==> config.mk <==
export PLATFORM = sky130hd
export DESIGN_NAME = buck_voltage_limit_range
export DESIGN_NICKNAME = d
export VERILOG_FILES = /design/src/shared/buck_limit_pkg.sv /design/src/hw/buck_code_decoder.sv /design/src/hw/buck_voltage_limit_range.sv
export SDC_FILE = /design/constraint.sdc
export NUM_CORES = 1
export LEC_CHECK = 0
export BUFFER_PORTS_ARGS = -buffer_cell sky130_fd_sc_hd__clkbuf_2
export CAP_MARGIN = 10
export CORE_MARGIN = 5
export CORE_UTILIZATION = 25
export CTS_BUF_LIST = sky130_fd_sc_hd__clkbuf_2
export DETAILED_ROUTE_END_ITERATION = 10
export GPL_TIMING_DRIVEN = 0
export SYNTH_ARGS = -nofsm -noshare
export SYNTH_HDL_FRONTEND = slang
export SYNTH_SLANG_ARGS = --single-unit
==> constraint.sdc <==
create_clock -name clock -period 5.39 [get_ports clock]
set_clock_uncertainty 0.1 [all_clocks]
set_input_delay 0.539 -clock clock [delete_from_list [all_inputs] [get_ports clock]]
set_output_delay 0.539 -clock clock [all_outputs]
set_load 0.02 [all_outputs]
==> src/shared/buck_limit_pkg.sv <==
// constants for the fourth buck converter's voltage limit register
// assumes one 100 MHz clock domain shared with the register port and the setting registers
package buck_limit_pkg;

	// ----------------------------------------
	// register map and field layout
	// ----------------------------------------
	localparam logic [7:0] LIMIT_OFFSET  = 8'h0f;
	localparam int         RANGE_MSB     = 7;
	localparam int         RANGE_LSB     = 6;
	localparam int         CEILING_MSB   = 5;
	localparam int         CEILING_LSB   = 0;
	localparam logic [7:0] UNMAPPED_READ = 8'h00;

	// ----------------------------------------
	// ceiling values that leave the fields open
	// ----------------------------------------
	localparam logic [5:0] CEILING_OPEN = 6'h3f;
	localparam logic [5:0] CEILING_ZERO = 6'h00;

	// ----------------------------------------
	// values held until the defaults load
	// ----------------------------------------
	localparam logic [1:0] RESET_RANGE   = 2'h0;
	localparam logic [5:0] RESET_CEILING = 6'h3f;

	typedef enum logic [1:0]
	{
		RANGE_FINE_LOW  = 2'h0,
		RANGE_FINE_HIGH = 2'h1,
		RANGE_MID       = 2'h2,
		RANGE_WIDE      = 2'h3
	} range_e;

	// ----------------------------------------
	// output voltage, in units of 100 uV
	// ----------------------------------------
	localparam logic [15:0] VOLT_BASE_LOW  = 16'h1388;
	localparam logic [15:0] VOLT_BASE_HIGH = 16'h1b58;
	localparam logic [15:0] VOLT_STEP_FINE = 16'h007d;
	localparam logic [15:0] VOLT_STEP_MID  = 16'h00fa;
	localparam logic [15:0] VOLT_STEP_WIDE = 16'h01f4;
	localparam logic [15:0] VOLT_WIDE_TOP  = 16'h9470;
	localparam logic [5:0]  CODE_TOP       = 6'h3f;

endpackage

==> src/hw/buck_code_decoder.sv <==
// maps a 6-bit voltage code and a range selector to an output voltage
// assumes combinational use; the caller registers the result
`timescale 1ns/10ps
module buck_code_decoder
(
	input  wire logic [1:0]  range_sel,
	input  wire logic [5:0]  code,
	output logic      [15:0] voltage
);

	function automatic logic [15:0] linear(input logic [15:0] base, input logic [15:0] step, input logic [5:0] c);
		linear = 16'(base + 16'(step * {10'h0, c}));
	endfunction

	always_comb
	begin
		case (buck_limit_pkg::range_e'(range_sel))
			buck_limit_pkg::RANGE_FINE_LOW:
				voltage = linear(buck_limit_pkg::VOLT_BASE_LOW, buck_limit_pkg::VOLT_STEP_FINE, code);
			buck_limit_pkg::RANGE_FINE_HIGH:
				voltage = linear(buck_limit_pkg::VOLT_BASE_HIGH, buck_limit_pkg::VOLT_STEP_FINE, code);
			buck_limit_pkg::RANGE_MID:
				voltage = linear(buck_limit_pkg::VOLT_BASE_LOW, buck_limit_pkg::VOLT_STEP_MID, code);
			buck_limit_pkg::RANGE_WIDE:
			begin
				// top code jumps to the end of the span instead of one step
				if (code == buck_limit_pkg::CODE_TOP)
					voltage = buck_limit_pkg::VOLT_WIDE_TOP;
				else
					voltage = linear(buck_limit_pkg::VOLT_BASE_LOW, buck_limit_pkg::VOLT_STEP_WIDE, code);
			end
			default:
				voltage = buck_limit_pkg::VOLT_BASE_LOW;
		endcase
	end

endmodule

==> src/hw/buck_voltage_limit_range.sv <==
// voltage limit register of the fourth buck converter, with ceiling clamp and decode
// assumes register port, setting registers and default store all run on clock
//
// How it works
// - range in bits 7-6, ceiling 5-0
// - power-on reset reloads programmed default contents
// - setting codes above ceiling become the ceiling
// - ceiling not 00/3F locks both fields
// - range 00: 0.5 V, 12.5 mV steps
// - range 01: 0.7 V, 12.5 mV steps
// - range 10: 0.5 V, 25 mV steps
// - range 11: 0.5 V to 3.8 V, 50 mV
// - range 00 spans 0.5000 to 1.2875 V
// - range 01 starts 0.7000, code 32 1.1000
// - setting codes in bits 5-0 use range
`timescale 1ns/10ps
module buck_voltage_limit_range
(
	input  wire logic        clock,
	input  wire logic        reset_n,
	input  wire logic [7:0]  reg_address,
	input  wire logic [7:0]  reg_write_data,
	input  wire logic        reg_write,
	input  wire logic        reg_read,
	output logic      [7:0]  reg_read_data,
	input  wire logic [1:0]  default_range,
	input  wire logic [5:0]  default_ceiling,
	input  wire logic        default_reload,
	input  wire logic [5:0]  operating_code,
	input  wire logic [5:0]  scaled_code,
	output logic      [5:0]  operating_clamped,
	output logic      [5:0]  scaled_clamped,
	output logic      [15:0] operating_voltage,
	output logic      [15:0] scaled_voltage,
	output logic      [1:0]  limit_range,
	output logic      [5:0]  limit_ceiling,
	output logic             limit_locked
);

	// ----------------------------------------
	// helpers
	// ----------------------------------------
	function automatic logic locks(input logic [5:0] ceiling);
		locks = (ceiling != buck_limit_pkg::CEILING_OPEN) && (ceiling != buck_limit_pkg::CEILING_ZERO);
	endfunction

	function automatic logic [5:0] clamp(input logic [5:0] code, input logic [5:0] ceiling);
		clamp = (code > ceiling) ? ceiling : code;
	endfunction

	logic        load_pending;
	logic        limit_write;
	logic        take_default;
	logic [1:0]  next_range;
	logic [5:0]  next_ceiling;
	logic [15:0] operating_decoded;
	logic [15:0] scaled_decoded;

	// ----------------------------------------
	// limit register
	// ----------------------------------------
	assign limit_write  = reg_write && (reg_address == buck_limit_pkg::LIMIT_OFFSET);
	assign take_default = load_pending || default_reload;

	always_comb
	begin
		next_range   = limit_range;
		next_ceiling = limit_ceiling;
		if (take_default)
		begin
			next_range   = default_range;
			next_ceiling = default_ceiling;
		end
		else if (limit_write && !limit_locked)
		begin
			next_range   = reg_write_data[buck_limit_pkg::RANGE_MSB:buck_limit_pkg::RANGE_LSB];
			next_ceiling = reg_write_data[buck_limit_pkg::CEILING_MSB:buck_limit_pkg::CEILING_LSB];
		end
	end

	// defaults are sampled after release, never under the asynchronous reset
	always_ff @(posedge clock or negedge reset_n)
	begin
		if (!reset_n)
			load_pending <= 1'b1;
		else
			load_pending <= 1'b0;
	end

	always_ff @(posedge clock or negedge reset_n)
	begin
		if (!reset_n)
		begin
			limit_range   <= buck_limit_pkg::RESET_RANGE;
			limit_ceiling <= buck_limit_pkg::RESET_CEILING;
			limit_locked  <= 1'b0;
		end
		else
		begin
			limit_range   <= next_range;
			limit_ceiling <= next_ceiling;
			limit_locked  <= locks(next_ceiling);
		end
	end

	// ----------------------------------------
	// read port
	// ----------------------------------------
	always_ff @(posedge clock or negedge reset_n)
	begin
		if (!reset_n)
			reg_read_data <= buck_limit_pkg::UNMAPPED_READ;
		else if (reg_read)
		begin
			if (reg_address == buck_limit_pkg::LIMIT_OFFSET)
				reg_read_data <= {limit_range, limit_ceiling};
			else
				reg_read_data <= buck_limit_pkg::UNMAPPED_READ;
		end
	end

	// ----------------------------------------
	// clamp and decode of setting codes
	// ----------------------------------------
	always_ff @(posedge clock or negedge reset_n)
	begin
		if (!reset_n)
		begin
			operating_clamped <= buck_limit_pkg::CEILING_ZERO;
			scaled_clamped    <= buck_limit_pkg::CEILING_ZERO;
		end
		else
		begin
			operating_clamped <= clamp(operating_code, limit_ceiling);
			scaled_clamped    <= clamp(scaled_code, limit_ceiling);
		end
	end

	buck_code_decoder u_operating_decoder
	(
		.range_sel (limit_range),
		.code      (operating_clamped),
		.voltage   (operating_decoded)
	);

	buck_code_decoder u_scaled_decoder
	(
		.range_sel (limit_range),
		.code      (scaled_clamped),
		.voltage   (scaled_decoded)
	);

	// decode is registered so the converter sees a glitch-free word
	always_ff @(posedge clock or negedge reset_n)
	begin
		if (!reset_n)
		begin
			operating_voltage <= buck_limit_pkg::VOLT_BASE_LOW;
			scaled_voltage    <= buck_limit_pkg::VOLT_BASE_LOW;
		end
		else
		begin
			operating_voltage <= operating_decoded;
			scaled_voltage    <= scaled_decoded;
		end
	end

	// ----------------------------------------
	// checks
	// ----------------------------------------
	property p_locked_write_ignored;
		@(posedge clock) disable iff (!reset_n)
		(limit_write && limit_locked && !take_default) |=> $stable(limit_range) && $stable(limit_ceiling);
	endproperty
	a_locked_write_ignored: assert property (p_locked_write_ignored) else $error("locked limit changed on write");

	property p_open_write_stored;
		@(posedge clock) disable iff (!reset_n)
		(limit_write && !limit_locked && !take_default) |=> ({limit_range, limit_ceiling} == $past(reg_write_data));
	endproperty
	a_open_write_stored: assert property (p_open_write_stored) else $error("open write not stored");

	property p_reload_defaults;
		@(posedge clock) disable iff (!reset_n)
		(take_default && reset_n) |=> (limit_range == $past(default_range)) && (limit_ceiling == $past(default_ceiling));
	endproperty
	a_reload_defaults: assert property (p_reload_defaults) else $error("defaults not loaded");

	property p_lock_follows_ceiling;
		@(posedge clock) disable iff (!reset_n)
		limit_locked == ((limit_ceiling != 6'h3f) && (limit_ceiling != 6'h00));
	endproperty
	a_lock_follows_ceiling: assert property (p_lock_follows_ceiling) else $error("lock flag wrong for ceiling");

	property p_operating_clamp;
		@(posedge clock) disable iff (!reset_n)
		reset_n |=> operating_clamped == (($past(operating_code) > $past(limit_ceiling)) ? $past(limit_ceiling) : $past(operating_code));
	endproperty
	a_operating_clamp: assert property (p_operating_clamp) else $error("operating code not clamped");

	property p_scaled_clamp;
		@(posedge clock) disable iff (!reset_n)
		reset_n |=> (scaled_clamped <= $past(limit_ceiling)) && (scaled_clamped <= $past(scaled_code));
	endproperty
	a_scaled_clamp: assert property (p_scaled_clamp) else $error("scaled code above ceiling");

	property p_fine_low_decode;
		@(posedge clock) disable iff (!reset_n)
		(limit_range == 2'h0 && operating_clamped == 6'h3f) |=> (operating_voltage == 16'h324b);
	endproperty
	a_fine_low_decode: assert property (p_fine_low_decode) else $error("range 00 top code not 1.2875 V");

	property p_fine_high_decode;
		@(posedge clock) disable iff (!reset_n)
		(limit_range == 2'h1 && scaled_clamped == 6'h20) |=> (scaled_voltage == 16'h2af8);
	endproperty
	a_fine_high_decode: assert property (p_fine_high_decode) else $error("range 01 code 32 not 1.1000 V");

	property p_wide_top_decode;
		@(posedge clock) disable iff (!reset_n)
		(limit_range == 2'h3 && operating_clamped == 6'h3f) |=> (operating_voltage == 16'h9470);
	endproperty
	a_wide_top_decode: assert property (p_wide_top_decode) else $error("range 11 top code not 3.8 V");

	property p_mid_decode;
		@(posedge clock) disable iff (!reset_n)
		(limit_range == 2'h2) |=> (operating_voltage == 16'(16'h1388 + 16'(16'h00fa * {10'h0, $past(operating_clamped)})));
	endproperty
	a_mid_decode: assert property (p_mid_decode) else $error("range 10 decode wrong");

endmodule

==> impl_results.md <==
- Setup WS pre-CTS: -0.0317 ns
- Final worst setup slack: 0.278 ns
- Type of the worst setup path: register to register
- Worst path bufs/invs: 4
- Most common cell in the netlist: inv_1
- CP startpoint kind: register
- Util after Layout: 30.0%
- Tmin final: 5.11 ns
- Largest net degree at the start of global routing: 63
- Worst R2R Setup Slack: 0.28 ns
- Slowest cell on the critical path: fa_1
- Final period util: between 90% and 100%
- CP endpoint: operating_voltage[13]
- Worst Setup SP: operating_clamped[1]
- RSZ-0062 raised after global routing: no
- Status: completed
- Post-layout nets: 900
- Vias in the first global route: ~5000
- Hold Vio Cnt, Final: 0
- Crit-path cells: inv_1 > fa_1 > inv_1 > ha_1 > fa_1 > ha_1 > inv_1 > fa_1 > xor2_2 > inv_2 > ha_1 > a21oi_1 > nor2b_1 > or4_1 > a31o_2 > o21ai_0 > o221ai_1
- Crit Path Max Fanout: 7
- Max cap viols: 0
- Vert. Die Dim: 165 um
- TNS Setup: 0 ns
- Num CTS Buffers: 9
- Synth area leader: dfrtp_1
- RR Endpoint: operating_voltage[13]
- CTS clock-pin slew for the worst setup and hold paths: around 0.19 ns
- DR top layer: met4
- Reg2reg path depth: 17
- Diode count: 0
- Crit path depth: 17
- Delay-heaviest family, CP: adder cells
- DPL Wire Length: 12.7 mm
- Arr. time, crit path: about 5.4 ns
- CP peak stage delay: ~0.6 ns
- # H-tree levels: 3
- Wire length on met1: between 7 and 8 mm
- Synthesized netlist cell count: between 600 and 700
- CTS tree: yes
- Initial Utilization: 25.5%
- Routability cong.: 0.844
- Total Wirelength: between 15 and 20 mm
- Die area: ~27000 sq um
- Hold Crit Class: primary input to register
- Area growth from synthesis to layout: 17.6%
- Slew HR: between 40% and 50%
- CTS root buf: clkbuf_2
- Remaining global-route overflow: 0
- Synthesized area: approximately 6000 sq um
- Vias after detailed routing: 4911
- Vias per cell: approximately 4.5
- Seq cells post-synth: 62
- DRT antenna net count: 0
- Clock Path Buffers: 2
- EDFF count, synth: 0
- Achievable Freq: between 150 and 200 MHz
- Most frequent cells after synthesis: 83 x inv_1, 74 x ha_1, 45 x dfrtp_1
- Core box area: about 24000 sq um
- Row count: 56
- Largest cells by area after synthesis: dfrtp_1 19%, ha_1 15%, fa_1 9.3%, dfstp_2 7.4%, xnor2_1 5.5%
- Register area share after synthesis: around a quarter
- Post-synth top area share: a little under a fifth
- DRC Markers: 0
- First-pass GRT wire length: approximately 26 mm
- Worst Setup End Kind: register
- Final Setup Violations: 0
- IO Pins: 102
- Worst Max-Slew Pin Slew: around 0.86 ns
- I/O Buffers: 101
- Clk_lat worst skew: 0.54 ns
- WP data required: 5.72 ns
- DR iter-0 viols: between 200 and 250
- Die width: around 170 um
- Mapped Avg Cell Area: 9.34 sq um
- Main synth FF type: dfrtp_1
- Fillers: 2521
- Final Max Tran Viols: 0
- Share of cells above drive strength 1: a little under a quarter
- First-pass DRT Iterations: 4
- Syn_nets: between 700 and 800
- Met3 routed WL: between 1 and 1.5 mm
- Worst R2R Start: operating_clamped[1]
- Number of library cell types mapped by synthesis: 73
- Initial antenna violation count: 0
- Yosys warns: 0
- WL per Instance: approximately 15 um
- Synth async-reset ratio: 100%
- DR WL met2: 6.90 mm
- GR Util All Layers: a little under an eighth
- Num Clock Sinks: 62
## layout make-up
| cell class | instances | area (sq um) | share of cell area, % |
|---|---|---|---|
| tap | 319 | 399 | 5.64 |
| buffer | 21 | 98.8 | 1.40 |
| clock inverter | 7 | 63.8 | 0.902 |
| sequential | 62 | 1580 | 22.3 |
| multi-input combinational | 477 | 4060 | 57.3 |
| timing repair buffer | 102 | 518 | 7.32 |
| clock buffer | 9 | 45.0 | 0.637 |
| inverter | 84 | 315 | 4.46 |
## how the worst min path moves through the flow
stage	start	to	slack, ns	cells past startpoint
after floorplan	reset_n	limit_locked	0.14	0
after global placement	reg_read_data[6]	reg_read_data[6]	0.39	1
after detailed placement	reg_read_data[4]	reg_read_data[4]	0.40	1
after CTS	default_ceiling[3]	limit_ceiling[3]	0.04	3
after global routing	default_ceiling[5]	limit_ceiling[5]	0.06	3
final	default_ceiling[3]	limit_ceiling[3]	0.10	3
## cell families after synthesis
logic type	synth area share, %
AO/OA/AOI/OAI	17.8
XOR/XNOR	8.14
adder cells (fa/ha/maj)	24.7
buffers and inverters	6.89
flip-flops	26.2
multiplexers	4.08
other	0.0624
AND/OR/NAND/NOR	12.2
## tightest hold or removal path, stage by stage
cell	delay, ns
clkbuf_2	0.08
nand2_1	0.04
o21ai_1	0.07
## cells in the final DEF (no fill, tap or decap), types with 4 or more instances in the layout
master    Yosys  final
clkbuf_2      0    109
inv_1        83     82
ha_1         74     74
dfrtp_1      45     41
xnor2_1      38     38
nand2_1      36     36
nor2_1       34     34
fa_1         28     28
o21ai_0      24     24
a21oi_1      24     24
nand3_1      21     21
dfstp_2      17     17
clkbuf_1     16     16
o21a_1       15     15
xor2_1       16     14
mux2_2       12     12
nor2b_1      11     11
mux2i_1      11     11
o21ai_1      10     10
o221ai_1     10     10
a31oi_1       9      9
nor3_1       10      9
a22o_1        9      9
o211ai_1      8      8
nand4_1       5      5
o22ai_1       5      5
nand2b_1      4      4
a21o_1        4      4
clkinv_1      1      4
dfrtp_2       0      4
## metal layers
layer | GRT usage (%) | vias to the layer above
li1 | - | 2475
met1 | 16.0 | 2265
met2 | 18.6 | 149
met3 | 4.12 | 22
met4 | 2.80 | 0
met5 | 0 | -
## through the flow
stage / hold WS, ns / cell area, sq um / cells
detailed placement: 0.398 / 6920 / 1064
global route: 0.0610 / 7070 / 1081
CTS: 0.0436 / 7040 / 1081
finish: 0.103 / 7070 / 1081
floorplan: 0.143 / 6010 / 644
global placement: 0.393 / 6920 / 1064
## registers in the layout (all words and copies together), names as in the netlist
register           flops
reg_read_data          8
limit_range            2
limit_locked           1
operating_voltage     16
limit_ceiling          6
load_pending           1
scaled_voltage        16
scaled_clamped         6
operating_clamped      6
## repair_timing
action	in CTS	in global routing
hold buffers	1	0
endpoints found under the hold margin	16	0
resized for setup	1	9
buffers inserted	0	0
endpoints found under the setup margin	1	4
Power is left out: the tool's default activity adds up to more than one toggle a clock period on the data nets, which glitch-free logic cannot reach.
